==> config.mk <==
export PLATFORM = sky130hd
export DESIGN_NAME = lsu_byte_order_unit
export DESIGN_NICKNAME = d
export VERILOG_FILES = /design/src/hdl/lsu_pkg.sv /design/src/hdl/lsu_byte_order_unit.sv /design/src/hdl/lsu_lane_steer.sv
export SDC_FILE = /design/constraint.sdc
export NUM_CORES = 1
export LEC_CHECK = 0
export BUFFER_PORTS_ARGS = -buffer_cell sky130_fd_sc_hd__buf_2
export CAP_MARGIN = 20
export CORE_AREA = 8 8 184 186
export CTS_BUF_LIST = sky130_fd_sc_hd__clkbuf_2
export CTS_CLUSTER_SIZE = 40
export DETAILED_ROUTE_END_ITERATION = 6
export DIE_AREA = 0 0 192 194
export PLACE_DENSITY = 0.78
export SLEW_MARGIN = 5
export SYNTH_ARGS = -nofsm -noshare
export SYNTH_HDL_FRONTEND = slang
export SYNTH_SLANG_ARGS = --single-unit
==> constraint.sdc <==
create_clock -name clk_sys_in -period 3.45 [get_ports clk_sys_in]
set_input_delay 0.5175 -clock clk_sys_in [delete_from_list [all_inputs] [get_ports clk_sys_in]]
set_output_delay 0.5175 -clock clk_sys_in [all_outputs]
set_load 0.1 [all_outputs]
==> src/hdl/lsu_pkg.sv <==
// constants for the load/store byte order unit
// assumes a 64-bit data path and one processor clock
package lsu_pkg;
	typedef enum logic [3:0] {
		OP_BYTE = 4'h0,
		OP_HALF = 4'h1,
		OP_WORD = 4'h2,
		OP_DWORD = 4'h3,
		OP_WORD_LEFT = 4'h4,
		OP_WORD_RIGHT = 4'h5,
		OP_DWORD_LEFT = 4'h6,
		OP_DWORD_RIGHT = 4'h7,
		OP_VEC128 = 4'h8
	} lsu_op_t;
	typedef enum logic [1:0] {
		ACC_UNCACHED = 2'h0,
		ACC_CACHED = 2'h1,
		ACC_UNCACHED_ACCEL = 2'h2
	} acc_type_t;
	typedef enum logic [1:0] {
		ST_IDLE = 2'h0,
		ST_WAIT = 2'h1
	} lsu_state_t;
	localparam int DATA_W = 64;
	localparam int ADDR_W = 64;
	localparam int LANES = 8;
	localparam int ATTR_W = 3;
	// attribute encodings; anything else counts as cached
	localparam logic [2:0] ATTR_UNCACHED = 3'h2;
	localparam logic [2:0] ATTR_UNCACHED_ACCEL = 3'h7;
	localparam logic [1:0] ALIGN_HALF_MASK = 2'h1;
	localparam logic [2:0] ALIGN_WORD_MASK = 3'h3;
	localparam logic [2:0] ALIGN_DWORD_MASK = 3'h7;
endpackage : lsu_pkg
==> src/hdl/lsu_byte_order_unit.sv <==
// load/store byte order unit: lane steering, alignment check, access type
// pipeline gives one request at a time and holds it until accepted
// memory side answers with mem_ack_in, load data in lanes
`timescale 1ns/1ps
`default_nettype none
module lsu_byte_order_unit #(
	parameter bit HAS_UNCACHED_ACCEL = 1'b1
) (
	input wire logic clk_sys_in,
	input wire logic rst_n_in,
	input wire logic big_endian_in,
	input wire logic req_valid_in,
	input wire logic req_store_in,
	input wire lsu_pkg::lsu_op_t req_op_in,
	input wire logic [63:0] req_vaddr_in,
	input wire logic [63:0] req_paddr_in,
	input wire logic [2:0] req_page_attr_in,
	input wire logic [63:0] req_wdata_in,
	input wire logic mem_ack_in,
	input wire logic [63:0] mem_rdata_in,
	output logic req_ready_out,
	output logic mem_req_out,
	output logic mem_we_out,
	output logic [63:0] mem_addr_out,
	output logic [7:0] mem_byte_en_out,
	output logic [63:0] mem_wdata_out,
	output var lsu_pkg::acc_type_t mem_acc_type_out,
	output logic mem_cache_lookup_out,
	output logic ld_valid_out,
	output logic [63:0] ld_data_out,
	output logic [7:0] ld_byte_en_out,
	output logic align_err_out
);
	import lsu_pkg::*;
	logic [7:0] be;
	logic [2:0] sh;
	logic mis;
	lsu_state_t state_q, state_d;
	logic ready_q, ready_d;
	logic req_q, req_d;
	logic we_q, we_d;
	logic [63:0] addr_q, addr_d;
	logic [7:0] be_q, be_d;
	logic [63:0] wd_q, wd_d;
	acc_type_t acc_q, acc_d;
	logic look_q, look_d;
	logic [2:0] sh_q, sh_d;
	logic ldv_q, ldv_d;
	logic [63:0] ld_q, ld_d;
	logic [7:0] ldbe_q, ldbe_d;
	logic err_q, err_d;
	acc_type_t acc_sel;
	logic accept;
	logic take;
	logic done;
	logic [63:0] wd_lanes;
	logic [63:0] ld_lanes;

	lsu_lane_steer u_steer (
		.op_in(req_op_in),
		.addr_lo_in(req_vaddr_in[2:0]),
		.big_endian_in(big_endian_in),
		.byte_en_out(be),
		.shift_out(sh),
		.misalign_out(mis)
	);

	// type from the page attribute only; paddr and opcode play no part
	always_comb begin
		if (req_page_attr_in == ATTR_UNCACHED) begin
			acc_sel = ACC_UNCACHED;
		end else if (HAS_UNCACHED_ACCEL && req_page_attr_in == ATTR_UNCACHED_ACCEL) begin
			acc_sel = ACC_UNCACHED_ACCEL;
		end else begin
			acc_sel = ACC_CACHED;
		end
	end

	// taken only from idle with ready up; a misaligned access only raises the flag
	assign accept = (state_q == ST_IDLE) && req_valid_in && ready_q;
	assign take = accept && !mis;
	assign done = (state_q == ST_WAIT) && mem_ack_in;

	// per lane: a store byte moves up by sh lanes, a load byte moves down by sh_q lanes
	for (genvar g = 0; g < LANES; g++) begin : g_lane
		logic [3:0] st_pos;
		logic [3:0] ld_pos;
		// bit 3 set: source lies outside the dword, lane reads zero
		assign st_pos = 4'(g) - {1'b0, sh};
		assign ld_pos = 4'(g) + {1'b0, sh_q};
		assign wd_lanes[8*g+:8] = st_pos[3] ? 8'h00 : req_wdata_in[8*st_pos[2:0]+:8];
		assign ld_lanes[8*g+:8] = ld_pos[3] ? 8'h00 : mem_rdata_in[8*ld_pos[2:0]+:8];
	end

	// control group: state, ready, request strobe, cache lookup
	always_comb begin
		state_d = state_q;
		ready_d = ready_q;
		req_d = req_q;
		look_d = look_q;
		case (state_q)
			ST_IDLE: begin
				ready_d = 1'b1;
				if (take) begin
					// one request per access; no store merging is done here
					state_d = ST_WAIT;
					ready_d = 1'b0;
					req_d = 1'b1;
					look_d = (acc_sel == ACC_CACHED);
				end
			end
			ST_WAIT: begin
				if (mem_ack_in) begin
					state_d = ST_IDLE;
					ready_d = 1'b1;
					req_d = 1'b0;
					look_d = 1'b0;
				end
			end
			default: begin
				state_d = ST_IDLE;
				ready_d = 1'b0;
				req_d = 1'b0;
				look_d = 1'b0;
			end
		endcase
	end

	always_ff @(posedge clk_sys_in or negedge rst_n_in) begin
		if (!rst_n_in) begin
			state_q <= ST_IDLE;
			ready_q <= 1'b0;
			req_q <= 1'b0;
			look_q <= 1'b0;
		end else begin
			state_q <= state_d;
			ready_q <= ready_d;
			req_q <= req_d;
			look_q <= look_d;
		end
	end

	// request group: held unchanged while the memory request stands
	always_comb begin
		we_d = we_q;
		addr_d = addr_q;
		be_d = be_q;
		wd_d = wd_q;
		acc_d = acc_q;
		sh_d = sh_q;
		if (take) begin
			we_d = req_store_in;
			addr_d = {req_paddr_in[63:3], 3'h0};
			be_d = be;
			wd_d = wd_lanes;
			acc_d = acc_sel;
			sh_d = sh;
		end
	end

	always_ff @(posedge clk_sys_in or negedge rst_n_in) begin
		if (!rst_n_in) begin
			we_q <= 1'b0;
			addr_q <= 64'h0;
			be_q <= 8'h00;
			wd_q <= 64'h0;
			acc_q <= ACC_UNCACHED;
			sh_q <= 3'h0;
		end else begin
			we_q <= we_d;
			addr_q <= addr_d;
			be_q <= be_d;
			wd_q <= wd_d;
			acc_q <= acc_d;
			sh_q <= sh_d;
		end
	end

	// load return group: right-justified, so bit 0 of the datum is bit 0 of the result
	always_comb begin
		ldv_d = 1'b0;
		ld_d = ld_q;
		ldbe_d = ldbe_q;
		if (done && !we_q) begin
			ldv_d = 1'b1;
			ld_d = ld_lanes;
			ldbe_d = be_q;
		end
	end

	always_ff @(posedge clk_sys_in or negedge rst_n_in) begin
		if (!rst_n_in) begin
			ldv_q <= 1'b0;
			ld_q <= 64'h0;
			ldbe_q <= 8'h00;
		end else begin
			ldv_q <= ldv_d;
			ld_q <= ld_d;
			ldbe_q <= ldbe_d;
		end
	end

	// error group: flag stands one cycle, ready stays up for the next access
	always_comb begin
		err_d = accept && mis;
	end

	always_ff @(posedge clk_sys_in or negedge rst_n_in) begin
		if (!rst_n_in) begin
			err_q <= 1'b0;
		end else begin
			err_q <= err_d;
		end
	end

	assign req_ready_out = ready_q;
	assign mem_req_out = req_q;
	assign mem_we_out = we_q;
	assign mem_addr_out = addr_q;
	assign mem_byte_en_out = be_q;
	assign mem_wdata_out = wd_q;
	assign mem_acc_type_out = acc_q;
	assign mem_cache_lookup_out = look_q;
	assign ld_valid_out = ldv_q;
	assign ld_data_out = ld_q;
	assign ld_byte_en_out = ldbe_q;
	assign align_err_out = err_q;
endmodule // lsu_byte_order_unit
`default_nettype wire

==> src/hdl/lsu_lane_steer.sv <==
// lane steering: computes byte enables and lane shift for one access
// purely combinational; caller registers the results
`timescale 1ns/1ps
`default_nettype none
module lsu_lane_steer (
	input wire lsu_pkg::lsu_op_t op_in,
	input wire logic [2:0] addr_lo_in,
	input wire logic big_endian_in,
	output logic [7:0] byte_en_out,
	output logic [2:0] shift_out,
	output logic misalign_out
);
	import lsu_pkg::*;
	logic [3:0] size;
	logic [2:0] first;
	logic [3:0] span;
	always_comb begin
		size = 4'h1;
		span = 4'h1;
		misalign_out = 1'b0;
		// big endian lane of byte k in dword is 7-k; little endian k
		first = addr_lo_in;
		case (op_in)
			OP_BYTE: size = 4'h1;
			OP_HALF: begin
				size = 4'h2;
				misalign_out = |(addr_lo_in[1:0] & ALIGN_HALF_MASK);
			end
			OP_WORD: begin
				size = 4'h4;
				misalign_out = |(addr_lo_in & ALIGN_WORD_MASK);
			end
			OP_DWORD, OP_VEC128: begin
				size = 4'h8;
				misalign_out = (op_in == OP_DWORD) && |(addr_lo_in & ALIGN_DWORD_MASK);
			end
			// left part covers address to end of its word/dword container in big endian, container start to address in little endian
			OP_WORD_LEFT: size = big_endian_in ? 4'(4 - addr_lo_in[1:0]) : 4'(addr_lo_in[1:0] + 1);
			OP_WORD_RIGHT: size = big_endian_in ? 4'(addr_lo_in[1:0] + 1) : 4'(4 - addr_lo_in[1:0]);
			OP_DWORD_LEFT: size = big_endian_in ? 4'(8 - addr_lo_in) : 4'(addr_lo_in + 1);
			OP_DWORD_RIGHT: size = big_endian_in ? 4'(addr_lo_in + 1) : 4'(8 - addr_lo_in);
			default: size = 4'h1;
		endcase
		span = size;
		// lowest address byte covered by the access
		case (op_in)
			OP_HALF: first = {addr_lo_in[2:1], 1'b0};
			OP_WORD: first = {addr_lo_in[2], 2'h0};
			OP_DWORD, OP_VEC128: first = 3'h0;
			OP_WORD_LEFT: first = big_endian_in ? addr_lo_in : {addr_lo_in[2], 2'h0};
			OP_WORD_RIGHT: first = big_endian_in ? {addr_lo_in[2], 2'h0} : addr_lo_in;
			OP_DWORD_LEFT: first = big_endian_in ? addr_lo_in : 3'h0;
			OP_DWORD_RIGHT: first = big_endian_in ? 3'h0 : addr_lo_in;
			default: first = addr_lo_in;
		endcase
		byte_en_out = 8'h00;
		for (int k = 0; k < LANES; k++) begin
			if ((k >= int'(first)) && (k < int'(first) + int'(span))) begin
				byte_en_out[big_endian_in ? 7 - k : k] = 1'b1;
			end
		end
		// lane of the lowest-significance byte of the datum
		shift_out = big_endian_in ? 3'(~first - 3'(span - 4'h1)) : first;
		if (misalign_out) begin
			byte_en_out = 8'h00;
		end
	end
endmodule // lsu_lane_steer
`default_nettype wire

==> results.toml, run 1 <==
[outcome]
outcome = "finished clean"

[synth]
ys_seq_area_share_pct = 40.2
synth_xor_area_share_pct = 0.847
synth_edf_count = 0
synth_simple_gate_area_share_pct = 14.5
syn-cell-area_um2 = 13400
synth_cell_types = 72
synth_flop_cell = "dfrtp_1"
avgSynthCellArea_um2 = 10.7
synth-compound-area-share_pct = 11.4
ys_async_sr_fraction_pct = 100
synth_top_family_by_area = "multiplexers"
yosys_register_bits = 216
synthCells = 1256
yosys-mux-area-fraction_pct = 26.9
synth-adder-area-share_pct = 2.34
ys.warnings.count = 0

[sta]
max-slew-margin-rel_pct = 27.8
max_freq_mhz = 303
skew_ns = 0.0643
timing.hold.ws_ns = 0.111
fin_crit_ns = 3.30
hold_viol_final = 0
setup_viol = 0
tightest_slew_ns = 1.08
slew_viol_final = 0
period_share_pct = 95.7
setup_ws_ns = 0.149
grt_setup_unrepaired = "no"

[place]
gp_congestion = 0.943
hpwlAfterDp_um = 37400
port_buffers = 417
pre_cts_slack_ns = -0.523
place_inst = 2091

[grt]
grt_max_degree = 87
antenna_found_initial = 8
overflow = 0
grt_pass1_wl_um = 77600
track_usage_pct = 26.4
grt_pass1_vias = 13700

[floorplanning]
die-area_um2 = 37200
fp.dieH_um = 194
die_x_um = 192
num_rows = 65
core_um2 = 31100
ios = 485
initial_utilization_pct = 43.3

[min_path]
hold_path_class = "in -> reg"

[cts]
cts_root_buffer = "clkbuf_2"
h-tree-depth = 2
cts_buffer_depth = 3
clock_latency_ns = 0.89
cts_resized = 0
clk_transition_reported_paths_ns = 0.11
cts_tree = "done"
cts_made_buffers = 57
cts_sinks = 216

[drt]
drt_iter0_markers = 962
drc = 0
vias_per_cell = 5.82
wirelength_um = 50800
wire_per_inst_um = 22.3
firstDrtPassIters = 5
via_count = 13300
ant_nets = 0

[worst_setup_path]
crit_arrival_ns = 4.07
path_max_fanout = 35
r2r_setup_slack_ns = 0.86
cp-start-kind = "primary input"
cp-end-kind = "flip-flop"
path_class = "in -> reg"
cp.required_ns = 4.21

[cells_and_area]
final_cell_mix = "buf_2, nand2_1, dfrtp_1"
instances_no_fill = 2277
layout_commonest_cell = "buf_2"
fin_util_pct = 58.2
nNetsFinal = 2115
drive_gt1_share_pct = 42.3
area_growth_pct = 34.5

[run]
maxCapViolCount = 0
[worst paths after layout]
check / startpoint / end / cells after the start
worst max register to register: sh_q[0] / ld_data_out[13] / 6
worst max-delay path: big_endian_in / mem_wdata_out[62] / 16
worst min register to register: ld_byte_en_out[2] / ld_byte_en_out[2] / 2
worst min-delay path: req_wdata_in[43] / mem_wdata_out[59] / 5
min in group asynchronous: rst_n_in / ld_data_out[52] / 2
max in group asynchronous: rst_n_in / mem_wdata_out[56] / 3
[metrics by stage]
step	instance area [um^2]	setup TNS, ns
6_report	18100	0
5_1_grt	18100	0
4_1_cts	18100	0
3_5_place_dp	16800	-23.70
3_3_place_gp	16800	-20.10
2_1_floorplan	13800	-12.19
[final cells by class]
| class | count | area, um^2 |
|---|---|---|
| Timing Repair Buffer | 595 | 3760 |
| Antenna cell | 11 | 27.5 |
| Fill cell | 2570 | 13000 |
| Tap cell | 402 | 503 |
| Clock buffer | 84 | 420 |
| Multi-Input combinational cell | 926 | 7720 |
| Sequential cell | 216 | 5410 |
| Clock inverter | 17 | 121 |
| Inverter | 26 | 128 |
[cells in the mapped netlist (5+ instances only)]
| cell | n | area share [%] |
|---|---|---|
| nand2_1 | 341 | 9.5 |
| dfrtp_1 | 216 | 40 |
| mux2i_1 | 110 | 8.2 |
| mux4_2 | 96 | 16 |
| o21ai_0 | 65 | 2.4 |
| clkbuf_1 | 54 | 1.5 |
| a221o_1 | 31 | 2.3 |
| mux2_2 | 30 | 2.5 |
| o211ai_1 | 29 | 1.6 |
| ha_1 | 22 | 2.0 |
| inv_1 | 22 | 0.61 |
| nor2_1 | 17 | 0.47 |
| o221ai_1 | 17 | 1.1 |
| buf_2 | 16 | 0.60 |
| a21oi_1 | 15 | 0.56 |
| nor4b_1 | 11 | 0.72 |
| and3_1 | 10 | 0.47 |
| buf_1 | 9 | 0.25 |
| nor3b_1 | 9 | 0.50 |
| xnor2_1 | 9 | 0.59 |
| a22o_1 | 8 | 0.52 |
| a22oi_1 | 8 | 0.45 |
| nand2b_1 | 7 | 0.33 |
| nor3_1 | 7 | 0.26 |
| buf_4 | 6 | 0.33 |
| nand3_1 | 6 | 0.22 |
| buf_6 | 5 | 0.42 |
[critical path, cell delays in order]
cell and delay, ns:
buf_2 0.15, or3b_2 0.47, a21oi_1 0.15, or3_1 0.21, inv_6 0.04, ha_4 0.26
inv_2 0.04, ha_4 0.23, nand2_4 0.07, o21ai_4 0.09, inv_2 0.10, buf_4 0.47
mux2_2 0.40, dlygate4sd3_1 0.57, o211ai_1 0.16, o211ai_1 0.11
[cell families after synthesis]
logic type	after synthesis
mux	237
other cells	1
buf+inv	116
flops	216
xor+xnor	13
compound gates	207
simple gates	442
fa+ha+maj	24
[what timing repair did]
action	in CTS	in global routing
hold buffers	74	0
setup buffers	0	0
endpoints found under the hold margin	148	0
[metal layers]
layer  share of wire, %  vias up  track usage, %  wire length, um
li1                   -     5807               -                -
met1                 35     6483            30.6            17900
met2                 49      826            44.1            25100
met3                 10      134            6.96             5300
met4                4.8        0            14.0             2460
met5                  0        -               0                0
[flip-flops by register name (all words and copies together) (netlist names), 2 cells and up]
name	count
mem_addr_out	61
mem_acc_type_out	2
sh_q	3
mem_wdata_out	64
ld_data_out	64
ld_byte_en_out	8
mem_byte_en_out	8
Power of run 1 is left out: the tool's default activity adds up to more than one toggle a clock period on the data nets, which glitch-free logic cannot reach.
==> inputs of run 2 (changes only) <==
--- a/config.mk
+++ b/config.mk
@@ -12,7 +12,7 @@
 export CTS_CLUSTER_SIZE = 40
 export DETAILED_ROUTE_END_ITERATION = 6
 export DIE_AREA = 0 0 192 194
-export PLACE_DENSITY = 0.78
+export PLACE_DENSITY = 0.74
 export SLEW_MARGIN = 5
 export SYNTH_ARGS = -nofsm -noshare
 export SYNTH_HDL_FRONTEND = slang
==> results.toml, run 2 (synthesized netlist as in run 1, its figures left out) <==
[run]
maxCapViolCount = 0

[cts]
cts_made_buffers = 57
cts_tree = "done"
h-tree-depth = 2
cts_root_buffer = "clkbuf_2"
cts_buffer_depth = 3
clock_latency_ns = 0.89
clk_transition_reported_paths_ns = 0.11
cts_sinks = 216

[drt]
drt_iter0_markers = 1047
firstDrtPassIters = 5
wire_per_inst_um = 22.5
drc = 0
ant_nets = 0
wirelength_um = 51400
via_count = 13200
vias_per_cell = 5.78

[outcome]
outcome = "finished clean"

[sta]
max_freq_mhz = 313
hold_viol_final = 0
fin_crit_ns = 3.19
period_share_pct = 92.6
slew_viol_final = 0
max-slew-margin-rel_pct = 30.8
skew_ns = 0.0962
grt_setup_unrepaired = "no"
tightest_slew_ns = 1.03
setup_viol = 0

[floorplanning]
die_x_um = 192
fp.dieH_um = 194
ios = 485
core_um2 = 31100
num_rows = 65
initial_utilization_pct = 43.3
die-area_um2 = 37200

[cells_and_area]
final_cell_mix = "buf_2, nand2_1, dfrtp_1"
layout_commonest_cell = "buf_2"
design_area_um2 = 18100
drive_gt1_share_pct = 42.1
area_growth_pct = 34.6
nNetsFinal = 2127

[grt]
grt_pass1_vias = 14000
antenna_found_initial = 6
grt_pass1_wl_um = 78600
grt_max_degree = 93
overflow = 0
track_usage_pct = 26.8

[worst_setup_path]
cp.required_ns = 4.20
path_max_fanout = 21
r2r_start = "sh_q[0]"
cp-start-kind = "primary input"
rr_endpoint = "ld_data_out[35]"
r2r_setup_slack_ns = 0.70
reg2regPathDepth = 4
crit_arrival_ns = 3.94
cp-end-kind = "flip-flop"
path_class = "in -> reg"

[place]
gp_congestion = 0.960
port_buffers = 417
hpwlAfterDp_um = 38200
dpl_cell_area_um2 = 16800

[min_path]
hold_path_class = "in -> reg"
hold_start = "mem_rdata_in[41]"
holdPathEnd = "ld_data_out[33]"
min_path_cells = 3
[run 2: worst max-delay path, cell delays in order]
cell and delay (ns):
buf_2 0.18, buf_4 0.21, inv_8 0.04, ha_4 0.20, nor2b_1 0.13, xnor2_1 0.13, a21oi_1 0.09, nor2_1 0.14
inv_1 0.06, ha_1 0.20, ha_4 0.23, nand2_4 0.07, o21ai_4 0.06, inv_2 0.09, buf_4 0.31, mux2_2 0.38
dlygate4sd3_1 0.55, o211ai_1 0.21, o211ai_1 0.12
[run 2: how the worst max path moves through the flow]
stage	to	from	slack, ns
2_1_floorplan	mem_wdata_out[34]	big_endian_in	-0.47
3_3_place_gp	mem_wdata_out[54]	req_vaddr_in[0]	-0.45
3_5_place_dp	mem_wdata_out[5]	req_vaddr_in[0]	-0.61
4_1_cts	mem_wdata_out[4]	req_vaddr_in[0]	0.30
5_1_grt	mem_wdata_out[61]	big_endian_in	0.13
6_report	mem_wdata_out[61]	big_endian_in	0.26
[run 2: repair_timing]
item                                    CTS  global route
endpoints found under the setup margin    0             3
endpoints found under the hold margin   150             0
gates resized for setup                   0             1
buffers inserted                          0             0
hold buffers                             78             0
[run 2: cell type report]
type | count | area [um^2]
Multi-Input combinational cell | 926 | 7730
Timing Repair Buffer | 607 | 3820
Sequential cell | 216 | 5410
Clock buffer | 79 | 395
Fill cell | 2585 | 13000
Inverter | 26 | 128
Tap cell | 402 | 503
Clock inverter | 20 | 87.6
Antenna cell | 10 | 25.0
[run 2: metrics by stage]
| stage | hold WS (ns) | TNS [ns] | utilization (%) | worst slack, ns | std cells |
|---|---|---|---|---|---|
| after detailed placement | 0.456 | -22.28 | 54.1 | -0.613 | 2099 |
| after global routing | 0.0320 | 0 | 58.2 | 0.133 | 2281 |
| after CTS | 0.00198 | 0 | 58.1 | 0.296 | 2276 |
| after global placement | 0.448 | -17.38 | 54.1 | -0.452 | 2099 |
| final | 0.136 | 0 | 58.2 | 0.256 | 2286 |
| after floorplan | 0.222 | -12.19 | - | -0.473 | 1258 |
[run 2: metal layers]
metal  track usage, %  part of all wire, %
met3             7.03                  9.9
met5                0                0.025
met2             43.9                   48
met4             16.5                  6.0
met1             30.8                   36
Power of run 2 is left out for the same reason.
